## config.mk

```make
export PLATFORM = sky130hd
export DESIGN_NAME = upc_pin_ctrl
export DESIGN_NICKNAME = d
export VERILOG_FILES = /design/src/core/upc_pkg.sv /design/src/core/upc_pin_ctrl.sv /design/src/core/upc_sync.sv
export SDC_FILE = /design/constraint.sdc
export NUM_CORES = 1
export LEC_CHECK = 0
export BUFFER_PORTS_ARGS = -buffer_cell sky130_fd_sc_hd__buf_2
export CELL_PAD_IN_SITES_DETAIL_PLACEMENT = 1
export CELL_PAD_IN_SITES_GLOBAL_PLACEMENT = 1
export CORE_MARGIN = 2
export CORE_UTILIZATION = 41
export CTS_CLUSTER_SIZE = 14
export DETAILED_ROUTE_END_ITERATION = 7
export GPL_TIMING_DRIVEN = 0
export HOLD_SLACK_MARGIN = 0.06
export PLACE_DENSITY_LB_ADDON = 0.2
export SYNTH_ARGS = -nofsm -noshare
export SYNTH_HDL_FRONTEND = slang
export SYNTH_SLANG_ARGS = --single-unit
```

## constraint.sdc

```tcl
create_clock -name clk -period 1.6 [get_ports clk]
set_clock_uncertainty 0.05 [all_clocks]
set_input_delay 0.24 -clock clk [delete_from_list [all_inputs] [get_ports clk]]
set_output_delay 0.24 -clock clk [all_outputs]
set_load 0.05 [all_outputs]
```

## src/core/upc_pkg.sv

```systemverilog
`default_nettype none

package upc_pkg;

    // ------------------------------------------------------------------
    // Clock and timing
    // ------------------------------------------------------------------
    localparam int CLK_HZ = 25_000_000;
    localparam int CLK_MHZ = CLK_HZ / 1_000_000;
    // Least low time of the chip reset pin, kept by whoever drives it
    localparam int RESET_MIN_US = 100;
    localparam int RESET_MIN_CYC = CLK_MHZ * RESET_MIN_US;

    // ------------------------------------------------------------------
    // Reference clock detection
    // ------------------------------------------------------------------
    // Rising edges seen back to back before the clock counts as present
    localparam logic [3:0] REF_EDGES_NEEDED = 4'h4;
    // Cycles without an edge after which the clock counts as gone
    localparam logic [4:0] REF_GAP_MAX = 5'h10;

    // ------------------------------------------------------------------
    // Pin encodings and reset values
    // ------------------------------------------------------------------
    localparam logic REF_SEL_19M2 = 1'b0;
    localparam logic REF_SEL_26M = 1'b1;
    localparam logic POL_ACTIVE_LOW = 1'b0;
    localparam logic POL_ACTIVE_HIGH = 1'b1;
    localparam logic SYNC_RST_LOW = 1'b0;
    localparam logic SYNC_RST_HIGH = 1'b1;

    typedef enum logic [1:0] {
        UPC_REF_ABSENT = 2'b00,
        UPC_REF_COUNTING = 2'b01,
        UPC_REF_PRESENT = 2'b11
    } upc_ref_state_e;

endpackage : upc_pkg

`default_nettype wire

```

## src/core/upc_pin_ctrl.sv

```systemverilog
// Behaviour
// - After reset the ULPI clock pin is an input, absent a reference clock.
// - A detected reference clock makes the ULPI clock pin an output while the chip is selected.
// - Chip reset clears all logic but the always-on charger logic.
// - During reset the PLL is off; normal operation resumes on release.
// - Start-of-frame output stays low unless its enable bit is set.
// - When enabled, the start-of-frame output toggles on each SOF packet.
// - Active-low chip select high powers down and tri-states the ULPI bus.
// - Charger-detect enable starts detection only in dead-battery mode.
// - VBUS fault input is used only when the use-outside-flag bit is set.
// - Invert bit sets the polarity of the VBUS fault input.
// - Bypass passes the fault input; otherwise VBUS valid qualifies it.
// - Charger output is active low or high following the polarity pin.
// - Active-high chip select low powers down and tri-states the ULPI bus.
`timescale 1ns/10ps
`default_nettype none

module upc_pin_ctrl (
    input wire logic clk,
    input wire logic rst_n,
    input wire logic aon_rst_n,
    input wire logic reference_clock_in,
    input wire logic ref_freq_sel,
    input wire logic chip_sel,
    input wire logic chip_sel_low,
    input wire logic ulpi_clk_i,
    output logic ulpi_clk_o,
    output logic ulpi_clk_oe,
    output logic ulpi_clk_from_pin,
    output logic pll_enable,
    output logic pll_ref_26m,
    output logic chip_active,
    output logic ulpi_bus_tristate,
    input wire logic sof_out_en,
    input wire logic hs_sof_rx,
    output logic sof_out,
    input wire logic dead_battery_mode,
    input wire logic charger_detect_enable_low,
    output logic charger_detect_start,
    input wire logic charger_found,
    input wire logic charger_out_polarity,
    output logic charger_detected_o,
    output logic charger_detected_oe,
    input wire logic vbus_fault_in,
    input wire logic use_outside_vbus_flag,
    input wire logic vbus_flag_invert,
    input wire logic vbus_flag_bypass,
    input wire logic vbus_valid_cmp,
    output logic outside_vbus_valid
);

    // ------------------------------------------------------------------
    // Pin synchronisers
    // ------------------------------------------------------------------
    logic ref_s;
    logic freq_s;
    logic cs_s;
    logic csn_s;
    logic fault_s;
    logic chg_en_low_s;
    logic chg_pol_s;

    upc_sync #(.RST_VAL(upc_pkg::SYNC_RST_LOW)) u_sync_ref (
        .clk(clk), .rst_n(rst_n), .d(reference_clock_in), .q(ref_s)
    );
    upc_sync #(.RST_VAL(upc_pkg::SYNC_RST_LOW)) u_sync_freq (
        .clk(clk), .rst_n(rst_n), .d(ref_freq_sel), .q(freq_s)
    );
    // Chip selects reset to the deselected levels
    upc_sync #(.RST_VAL(upc_pkg::SYNC_RST_LOW)) u_sync_cs (
        .clk(clk), .rst_n(rst_n), .d(chip_sel), .q(cs_s)
    );
    upc_sync #(.RST_VAL(upc_pkg::SYNC_RST_HIGH)) u_sync_csn (
        .clk(clk), .rst_n(rst_n), .d(chip_sel_low), .q(csn_s)
    );
    upc_sync #(.RST_VAL(upc_pkg::SYNC_RST_LOW)) u_sync_fault (
        .clk(clk), .rst_n(rst_n), .d(vbus_fault_in), .q(fault_s)
    );
    // Charger pins live on the always-on reset, untouched by chip reset
    upc_sync #(.RST_VAL(upc_pkg::SYNC_RST_HIGH)) u_sync_chg_en (
        .clk(clk), .rst_n(aon_rst_n), .d(charger_detect_enable_low),
        .q(chg_en_low_s)
    );
    upc_sync #(.RST_VAL(upc_pkg::SYNC_RST_LOW)) u_sync_chg_pol (
        .clk(clk), .rst_n(aon_rst_n), .d(charger_out_polarity),
        .q(chg_pol_s)
    );

    // ------------------------------------------------------------------
    // Reference clock detection
    // ------------------------------------------------------------------
    upc_pkg::upc_ref_state_e ref_state_ff;
    logic ref_prev_ff;
    logic ref_edge;
    logic gap_hit;
    logic [3:0] edge_cnt_ff;
    logic [4:0] gap_cnt_ff;

    assign ref_edge = ref_s && !ref_prev_ff;
    assign gap_hit = (gap_cnt_ff == upc_pkg::REF_GAP_MAX);

    always_ff @(posedge clk or negedge rst_n) begin
        if (!rst_n) begin
            ref_prev_ff <= 1'b0;
        end else begin
            ref_prev_ff <= ref_s;
        end
    end

    // Cycles since the last rising edge, saturating at the limit
    always_ff @(posedge clk or negedge rst_n) begin
        if (!rst_n) begin
            gap_cnt_ff <= 5'h00;
        end else if (ref_edge) begin
            gap_cnt_ff <= 5'h00;
        end else if (!gap_hit) begin
            gap_cnt_ff <= gap_cnt_ff + 5'h01;
        end
    end

    // A glitch or a stray edge never flips the clock pin direction
    always_ff @(posedge clk or negedge rst_n) begin
        if (!rst_n) begin
            ref_state_ff <= upc_pkg::UPC_REF_ABSENT;
            edge_cnt_ff <= 4'h0;
        end else begin
            unique case (ref_state_ff)
                upc_pkg::UPC_REF_ABSENT: begin
                    if (ref_edge) begin
                        ref_state_ff <= upc_pkg::UPC_REF_COUNTING;
                        edge_cnt_ff <= 4'h1;
                    end
                end
                upc_pkg::UPC_REF_COUNTING: begin
                    if (gap_hit) begin
                        ref_state_ff <= upc_pkg::UPC_REF_ABSENT;
                        edge_cnt_ff <= 4'h0;
                    end else if (ref_edge) begin
                        if (edge_cnt_ff == upc_pkg::REF_EDGES_NEEDED - 4'h1)
                        begin
                            ref_state_ff <= upc_pkg::UPC_REF_PRESENT;
                        end
                        edge_cnt_ff <= edge_cnt_ff + 4'h1;
                    end
                end
                upc_pkg::UPC_REF_PRESENT: begin
                    if (gap_hit) begin
                        ref_state_ff <= upc_pkg::UPC_REF_ABSENT;
                        edge_cnt_ff <= 4'h0;
                    end
                end
                default: begin
                    ref_state_ff <= upc_pkg::UPC_REF_ABSENT;
                    edge_cnt_ff <= 4'h0;
                end
            endcase
        end
    end

    // ------------------------------------------------------------------
    // Chip select, power and PLL
    // ------------------------------------------------------------------
    logic chip_active_ff;
    logic pll_enable_ff;
    logic pll_ref_26m_ff;

    // Either select deasserted means power down
    always_ff @(posedge clk or negedge rst_n) begin
        if (!rst_n) begin
            chip_active_ff <= 1'b0;
        end else begin
            chip_active_ff <= cs_s && !csn_s;
        end
    end

    // PLL stays off through reset and power down
    always_ff @(posedge clk or negedge rst_n) begin
        if (!rst_n) begin
            pll_enable_ff <= 1'b0;
        end else begin
            pll_enable_ff <= chip_active_ff;
        end
    end

    // Frequency pin trusted as set by the board
    always_ff @(posedge clk or negedge rst_n) begin
        if (!rst_n) begin
            pll_ref_26m_ff <= upc_pkg::REF_SEL_19M2;
        end else begin
            pll_ref_26m_ff <= (freq_s == upc_pkg::REF_SEL_26M);
        end
    end

    assign chip_active = chip_active_ff;
    assign ulpi_bus_tristate = !chip_active_ff;
    assign pll_enable = pll_enable_ff;
    assign pll_ref_26m = pll_ref_26m_ff;

    // ------------------------------------------------------------------
    // ULPI clock pin direction
    // ------------------------------------------------------------------
    // Stand-in for the PLL output: a toggle of the core clock
    logic clk_drive_ff;
    logic clk_oe_ff;
    logic ref_present;

    assign ref_present = (ref_state_ff == upc_pkg::UPC_REF_PRESENT);

    always_ff @(posedge clk or negedge rst_n) begin
        if (!rst_n) begin
            clk_oe_ff <= 1'b0;
        end else begin
            clk_oe_ff <= ref_present && chip_active_ff;
        end
    end

    always_ff @(posedge clk or negedge rst_n) begin
        if (!rst_n) begin
            clk_drive_ff <= 1'b0;
        // Select loss stops the clock at once, not one PLL cycle later
        end else if (ref_present && pll_enable_ff && chip_active_ff) begin
            clk_drive_ff <= !clk_drive_ff;
        end else begin
            clk_drive_ff <= 1'b0;
        end
    end

    assign ulpi_clk_o = clk_drive_ff;
    assign ulpi_clk_oe = clk_oe_ff;
    // Transfers are timed by the pin whenever the pin is an input
    assign ulpi_clk_from_pin = !clk_oe_ff;

    // ------------------------------------------------------------------
    // Start-of-frame output
    // ------------------------------------------------------------------
    logic sof_ff;

    always_ff @(posedge clk or negedge rst_n) begin
        if (!rst_n) begin
            sof_ff <= 1'b0;
        end else if (!sof_out_en) begin
            sof_ff <= 1'b0;
        end else if (hs_sof_rx) begin
            sof_ff <= !sof_ff;
        end
    end

    assign sof_out = sof_ff;

    // ------------------------------------------------------------------
    // Charger detection pins, always-on domain
    // ------------------------------------------------------------------
    logic chg_start_ff;
    logic chg_o_ff;
    logic chg_oe_ff;

    always_ff @(posedge clk or negedge aon_rst_n) begin
        if (!aon_rst_n) begin
            chg_start_ff <= 1'b0;
        end else begin
            chg_start_ff <= dead_battery_mode && !chg_en_low_s;
        end
    end

    // Open drain when active low, open source when active high
    always_ff @(posedge clk or negedge aon_rst_n) begin
        if (!aon_rst_n) begin
            chg_o_ff <= upc_pkg::POL_ACTIVE_LOW;
            chg_oe_ff <= 1'b0;
        end else begin
            chg_o_ff <= chg_pol_s;
            chg_oe_ff <= charger_found;
        end
    end

    assign charger_detect_start = chg_start_ff;
    assign charger_detected_o = chg_o_ff;
    assign charger_detected_oe = chg_oe_ff;

    // ------------------------------------------------------------------
    // Outside VBUS indicator
    // ------------------------------------------------------------------
    logic vbus_ind_ff;
    logic fault_pol;

    assign fault_pol = fault_s ^ vbus_flag_invert;

    always_ff @(posedge clk or negedge rst_n) begin
        if (!rst_n) begin
            vbus_ind_ff <= 1'b0;
        end else if (!use_outside_vbus_flag) begin
            vbus_ind_ff <= 1'b0;
        end else if (vbus_flag_bypass) begin
            vbus_ind_ff <= fault_pol;
        end else begin
            vbus_ind_ff <= fault_pol && vbus_valid_cmp;
        end
    end

    assign outside_vbus_valid = vbus_ind_ff;
endmodule : upc_pin_ctrl

`default_nettype wire

```

## src/core/upc_sync.sv

```systemverilog
`timescale 1ns/10ps
`default_nettype none

module upc_sync #(
    parameter logic RST_VAL = 1'b0
) (
    input wire logic clk,
    input wire logic rst_n,
    input wire logic d,
    output logic q
);

    // ------------------------------------------------------------------
    // Two-stage synchroniser
    // ------------------------------------------------------------------
    // The first stage feeds only the second; nothing else may read it
    logic meta_ff;

    always_ff @(posedge clk or negedge rst_n) begin
        if (!rst_n) begin
            meta_ff <= RST_VAL;
            q <= RST_VAL;
        end else begin
            meta_ff <= d;
            q <= meta_ff;
        end
    end

endmodule : upc_sync

`default_nettype wire

```

==> reports/metrics.yaml, run 1 <==
first_global_vias: 1036
power_density_mw_per_mm2: 1340
grt_antenna_before_repair: 0
layout.core_utilization_pct: 57.6
largest_net_degree_at_the_start_of_global_routing: 30
seqPwrFrac_pct: 49.3
grt_setup_unrepaired: "no"
hold_vio_cnt_final: 0
r2r_cells: 6
pwr-share-comb_pct: 24.9
largest_reg_flops: 5
final_setup_violation_count: 0
vias: 951
crit_type: "flip-flop to flip-flop"
fp.dieArea_mm2: 0.00376
standard_cell_area_after_detailed_placement_mm2: 0.00155
initial_utilization_pct: 43.7
synth.lib_cells_used.distinct: 33
ctsHtreeMaxLevel: 2
ir_drop_uv: 778
syn_avg_cell_area_um2: 13.2
detail_route.drc_violations: 0
critical_path.max_fanout: 7
mappedNetlistNets: 124
power.net_switching_w: 0.000745
mostFrequentLayoutCell: "sky130_fd_sc_hd__dfrtp_1"
cts_tree: "built"
worst_hold_path.num_cells: 3
insertedDiodeCount: 0
routed_metal_1_wire_length_um: 1130
routed-wl-met2_um: 1550
dr_wl_met3_um: 99
ant_nets: 0
min_period_over_period_pct: 95.2
hold_ws_ns: 0.109
clk_pin_slew_ns: 0.10
report.final.slew_viol_count: 0
power.total_w: 0.00238
buffer_ports.inserted: 29
final_layout_size_suffix_gt1_share_pct: 30.7
cellInternalPower_w: 0.00163
avgRoutedWirePerCell_um: 14.4
design.portCount: 31
count_of_routing_violations_after_the_opening_detailed_route_iteration: 21
chipHeight_um: 61.3
place_hpwl_um: 1860
gr-total-overflow: 0
global_route_wire_length_before_repair_um: 4770
clock_insertion_delay_worst_skew_ns: 0.33
detail_route.first_pass.iterations: 4
post_synth_inst_count: 102
synth.ff_latch_count: 36
topRoutingLayerUsed: "met4"
worstSetupEndpointType: "flip-flop"
slew-limit-headroom_pct: 57.6
cts_root_buf: "sky130_fd_sc_hd__clkbuf_4"
timing_worst_slew_pin_value_ns: 0.636
totalNegativeSetupSlack_ns: 0
power.switching_fraction_pct: 31.3
gr-usage-all-layers_pct: 18.7
required_time_reported_for_the_critical_path_endpoint_ns: 1.78
timing.critical_path.from_type: "flip-flop"
synth_enable_flop_cells: 0
die_x_um: 61.3
layout_min_cycle_time_ns: 1.52
numCtsBuffers: 5
clockPowerShare_pct: 25.8
synthToLayoutAreaGrowth_pct: 31.7
synth_top_cells_by_area: "sky130_fd_sc_hd__dfrtp_1 (59%), sky130_fd_sc_hd__dfstp_2 (7.8%), sky130_fd_sc_hd__ha_1 (2.8%)"
leakage_power_nw: 0.854
final_area_mm2: 0.00177
max_flop_register: "gap_cnt_ff"
ctsLongestPathBuffers: 2
core_mm2: 0.00308
final_cell_mix: "sky130_fd_sc_hd__dfrtp_1 (32), sky130_fd_sc_hd__buf_2 (29), sky130_fd_sc_hd__dlygate4sd3_1 (12), sky130_fd_sc_hd__inv_1 (7), sky130_fd_sc_hd__nor2_1 (7)"
clock.fmax_mhz: 656
timing.critical_path.arrival_ns: 1.70
yosys_warnings: 0
drv_cap: 0
fin_nets: 174
hold_path_class: "input port to flip-flop"
synth_sequential_area_ratio_pct: 67.3
run_status: "finished clean"
drt-total-wl_um: 2850
rows: 20
registers_with_the_highest_flip_flop_counts: "gap_cnt_ff: 5 flops, edge_cnt_ff: 4 flops, ref_state_ff: 2 flops"
finalWeightedCongestion: 0.780
async_flop_share_pct: 100
post-synth-top-area-cell: "sky130_fd_sc_hd__dfrtp_1"
clock_sink_count: 36
yosysTopAreaCellShare_pct: 59.5
detail_route.vias_per_cell: 4.83
dominantRegCellSynth: "sky130_fd_sc_hd__dfrtp_1"
synth_area_mm2: 0.00135
[area by class of cell]
class,instances,area (um^2)
plain buffers,4,22.5
inverters,7,26.3
flip-flops and latches,36,906
clock inverters,2,35.0
clock buffers,6,41.3
repair buffers,43,280
fillers,344,1310
multi-input cells,55,407
well taps,44,55.1
[power groups by stage]
| stage | sequential [W] | combinational, W | clock (W) |
|---|---|---|---|
| floorplan | 0.00121 | 0.000335 | 0 |
| global placement | 0.00118 | 0.000486 | 0 |
| detailed placement | 0.00119 | 0.000516 | 0 |
| CTS | 0.00116 | 0.000575 | 0.000644 |
| global route | 0.00119 | 0.000661 | 0.000675 |
| finish | 0.00117 | 0.000594 | 0.000613 |
[cells in the mapped netlist (2+ instances only)]
| cell type | count |
|---|---|
| sky130_fd_sc_hd__a21oi_1 | 2 |
| sky130_fd_sc_hd__and4b_1 | 2 |
| sky130_fd_sc_hd__clkbuf_1 | 3 |
| sky130_fd_sc_hd__dfrtp_1 | 32 |
| sky130_fd_sc_hd__dfstp_2 | 4 |
| sky130_fd_sc_hd__ha_1 | 3 |
| sky130_fd_sc_hd__inv_1 | 7 |
| sky130_fd_sc_hd__nand2_1 | 4 |
| sky130_fd_sc_hd__nand2b_1 | 2 |
| sky130_fd_sc_hd__nand3_1 | 4 |
| sky130_fd_sc_hd__nand4_1 | 2 |
| sky130_fd_sc_hd__nor2_1 | 7 |
| sky130_fd_sc_hd__nor2b_1 | 4 |
| sky130_fd_sc_hd__nor3_1 | 2 |
| sky130_fd_sc_hd__o21ai_0 | 2 |
| sky130_fd_sc_hd__o31ai_1 | 2 |
| sky130_fd_sc_hd__xnor2_1 | 2 |
| sky130_fd_sc_hd__xor2_1 | 3 |
[path summary, 6_finish.rpt]
kind	end	start	slack, ns
max in group asynchronous	ref_state_ff[0]	rst_n	0.68
max reg2reg	edge_cnt_ff[0]	gap_cnt_ff[0]	0.08
min reg2reg	u_sync_cs.q	u_sync_cs.meta_ff	0.31
min in group asynchronous	u_sync_chg_pol.q	aon_rst_n	0.22
max	edge_cnt_ff[0]	gap_cnt_ff[0]	0.08
min	outside_vbus_valid	use_outside_vbus_flag	0.11
[per-layer routing]
layer	up-vias	global-route usage, %
met2	21	33.3
met4	0	11.2
met1	471	20.1
li1	452	-
met5	-	0
met3	7	4.41
[cell families after synthesis]
group,after synthesis,synth area share [%]
compound gates,14,8.36
fa+ha+maj,3,2.79
buf+inv,11,3.62
xor+xnor,5,3.25
simple gates,33,14.7
flops,36,67.3
[worst max-delay path, cell delays in order, from the launching register on]
cell and delay [ns]:
sky130_fd_sc_hd__dfrtp_1 0.37, sky130_fd_sc_hd__inv_1 0.06, sky130_fd_sc_hd__ha_1 0.21, sky130_fd_sc_hd__nor4bb_4 0.15, sky130_fd_sc_hd__buf_6 0.14, sky130_fd_sc_hd__a21o_1 0.17, sky130_fd_sc_hd__a221oi_2 0.27
[per-stage QoR]
| stage | worst slack, ns | instances |
|---|---|---|
| finish | 0.0761 | 197 |
| global route | 0.0187 | 197 |
| CTS | 0.0230 | 197 |
| detailed placement | -0.00613 | 175 |
| global placement | 0.0350 | 175 |
| floorplan | 0.106 | 102 |
[repair_timing]
| action | 4_1_cts | 5_1_grt |
|---|---|---|
| endpoints found under the setup margin | 3 | 3 |
| setup buffers | 2 | 0 |
| hold endpoints to repair | 44 | 0 |
| gates resized for setup | 0 | 2 |
| pin swaps | 0 | 2 |
| hold buffers | 12 | 0 |
No activity file was read; power rests on OpenSTA's default activity.
==> run 2, diff against run 1 <==
--- a/config.mk
+++ b/config.mk
@@ -6,6 +6,7 @@
 export NUM_CORES = 1
 export LEC_CHECK = 0
 export BUFFER_PORTS_ARGS = -buffer_cell sky130_fd_sc_hd__buf_2
+export CAP_MARGIN = 40
 export CELL_PAD_IN_SITES_DETAIL_PLACEMENT = 1
 export CELL_PAD_IN_SITES_GLOBAL_PLACEMENT = 1
 export CORE_MARGIN = 2
==> constraint.sdc (replaced) <==
create_clock -name clk -period 1.6 [get_ports clk]
set_clock_uncertainty 0.05 [all_clocks]
set_input_delay 0.08 -clock clk [delete_from_list [all_inputs] [get_ports clk]]
set_output_delay 0.08 -clock clk [all_outputs]
set_load 0.05 [all_outputs]
==> run 2 against run 1 <==
Net effect:
- non-clock buffer count up 5
- combinational power rose by 0.8%
- die area is the same
- global-route usage rose by 0.59 points
- sequential cell count unchanged
- routed wire length up 3.6%
- critical path depth is the same
- worst setup slack better by 0.021 ns
- sequential share of layout area shrank 1.4 points
- critical path type unchanged
==> reports/metrics.yaml, run 2 (same netlist as run 1, synthesis figures left out) <==
core_mm2: 0.00308  # unchanged
drt-total-wl_um: 2950  # +3.6%
count_of_routing_violations_after_the_opening_detailed_route_iteration: 22  # +4.8%
first_global_vias: 1085  # +4.7%
gr-usage-all-layers_pct: 19.3  # +0.59 points
largest_reg_flops: 5  # unchanged
dpl.cell_count: 175  # unchanged
layout_min_cycle_time_ns: 1.50  # -0.0211 ns
clock_insertion_delay_worst_skew_ns: 0.34  # about the same
final_setup_violation_count: 0  # unchanged
cts_tree: "built"
power.total_w: 0.00239  # +0.59%
ir_drop_uv: 782  # +0.49%
registers_with_the_highest_flip_flop_counts: "gap_cnt_ff: 5 flops, edge_cnt_ff: 4 flops, ref_state_ff: 2 flops"
numCtsBuffers: 5  # unchanged
power_density_mw_per_mm2: 1310  # -2.2%
chipHeight_um: 61.3  # unchanged
worstSetupEndpointType: "flip-flop"
place_hpwl_um: 1860  # unchanged
r2r_cells: 6  # unchanged
r2r-end: "edge_cnt_ff[2]"
r2r_setup_slack_ns: 0.1  # +0.02 ns
final_layout_size_suffix_gt1_share_pct: 29.7  # -0.97 points
detail_route.first_pass.iterations: 4  # unchanged
slew-limit-headroom_pct: 57.1  # -0.53 points
gr-total-overflow: 0  # unchanged
crit_type: "flip-flop to flip-flop"
buffer_ports.inserted: 29  # unchanged
ctsLongestPathBuffers: 2  # unchanged
avgRoutedWirePerCell_um: 14.6  # +1.0%
timing.critical_path.arrival_ns: 1.71  # about the same
clk_pin_slew_ns: 0.11  # about the same
rr_startpoint: "gap_cnt_ff[0]"
initial_utilization_pct: 43.7  # unchanged
rows: 20  # unchanged
detail_route.vias_per_cell: 4.86  # +0.70%
ctsHtreeMaxLevel: 2  # unchanged
insertedDiodeCount: 0  # unchanged
hold_vio_cnt_final: 0  # unchanged
run_status: "finished clean"
report.final.slew_viol_count: 0  # unchanged
largest_net_degree_at_the_start_of_global_routing: 30  # unchanged
mostFrequentLayoutCell: "sky130_fd_sc_hd__dfrtp_1"
clock.fmax_mhz: 665  # +1.4%
required_time_reported_for_the_critical_path_endpoint_ns: 1.81  # +0.03 ns
finalWeightedCongestion: 0.780  # unchanged
grt_setup_unrepaired: "no"
clock_sink_count: 36  # unchanged
hold_path_class: "input port to asynchronous set/reset pin"
fin_nets: 179  # +2.9%
timing.critical_path.from_type: "flip-flop"
post-place-ws_ns: -0.00613  # unchanged
timing_worst_slew_pin_value_ns: 0.644  # +0.00789 ns
synthToLayoutAreaGrowth_pct: 35.4
critical_path.max_fanout: 7  # unchanged
fp.dieArea_mm2: 0.00376  # unchanged
design.portCount: 31  # unchanged
cts_root_buf: "sky130_fd_sc_hd__clkbuf_4"
final_cell_mix: "sky130_fd_sc_hd__dfrtp_1 (32), sky130_fd_sc_hd__buf_2 (29), sky130_fd_sc_hd__dlygate4sd3_1 (17), sky130_fd_sc_hd__inv_1 (7), sky130_fd_sc_hd__nor2_1 (7)"
min_period_over_period_pct: 93.9  # -1.3 points
leakage_power_nw: 0.876  # +2.5%
post-route-worst-setup-slack_ns: 0.0972  # +0.0211 ns
max_flop_register: "gap_cnt_ff"
critPathLaunch: "gap_cnt_ff[0]"
ant_nets: 0  # unchanged
grt_antenna_before_repair: 0  # unchanged
global_route_wire_length_before_repair_um: 4950  # +3.9%
detail_route.drc_violations: 0  # unchanged
vias: 982  # +3.3%
finalNonFillerCells: 202  # +2.5%
drv_cap: 0  # unchanged
die_x_um: 61.3  # unchanged
-- run 2: power by group --
group          switching [W]  leakage (nW)  internal [W]  total, W
registers           0.000128         0.429       0.00104   0.00117
logic               0.000326         0.405      0.000274  0.000599
clock network       0.000295        0.0422      0.000328  0.000623
total               0.000749         0.876       0.00164   0.00239
-- run 2: per-stage QoR --
step           setup TNS, ns  area [um^2]  utilization [%]  hold WS, ns
2_1_floorplan              0         1350                -       -0.266
3_3_place_gp               0         1550             50.2       -0.141
3_5_place_dp        -0.00613         1550             50.2       -0.132
4_1_cts                    0         1810             58.7        0.163
5_1_grt                    0         1820             59.2        0.179
6_report                   0         1820             59.2        0.189
-- run 2: how the worst max path moves through the flow --
stage,endpoint,slack [ns],depth (start not counted)
6_report,edge_cnt_ff[2],0.1,6
3_5_place_dp,edge_cnt_ff[0],-0.006,6
2_1_floorplan,edge_cnt_ff[2],0.11,6
4_1_cts,edge_cnt_ff[0],0.02,6
3_3_place_gp,edge_cnt_ff[2],0.04,6
5_1_grt,edge_cnt_ff[2],0.02,6
-- run 2: per-layer routing --
layer | part of all wire (%) | up-vias | global-route usage (%)
met3 | 3.6 | 8 | 4.41
met2 | 54 | 20 | 34.2
met1 | 40 | 494 | 21.1
met4 | 2.4 | 0 | 11.2
li1 | - | 460 | -
met5 | 0 | - | 0
-- run 2: repair_timing --
item / in CTS / in global routing
buffers inserted: 2 / 0
resized for setup: 0 / 2
hold buffers: 17 / 0
pin swaps: 0 / 1
endpoints found under the hold margin: 45 / 0
endpoints found under the setup margin: 3 / 3
-- run 2: cell type report --
cell class / instances / area, um^2
sequential: 36 / 906
fill: 341 / 1250
timing repair buffer: 48 / 330
tap: 44 / 55.1
clock buffer: 6 / 41.3
inverter: 7 / 26.3
multi-input combinational: 55 / 407
buffer: 4 / 22.5
clock inverter: 2 / 35.0
-- run 2: worst max-delay path, cell delays in order, from the launching register on --
cell	delay [ns]
sky130_fd_sc_hd__dfrtp_1	0.37
sky130_fd_sc_hd__inv_1	0.06
sky130_fd_sc_hd__ha_1	0.21
sky130_fd_sc_hd__nor4bb_4	0.15
sky130_fd_sc_hd__buf_6	0.14
sky130_fd_sc_hd__a211o_1	0.29
sky130_fd_sc_hd__o221ai_2	0.16
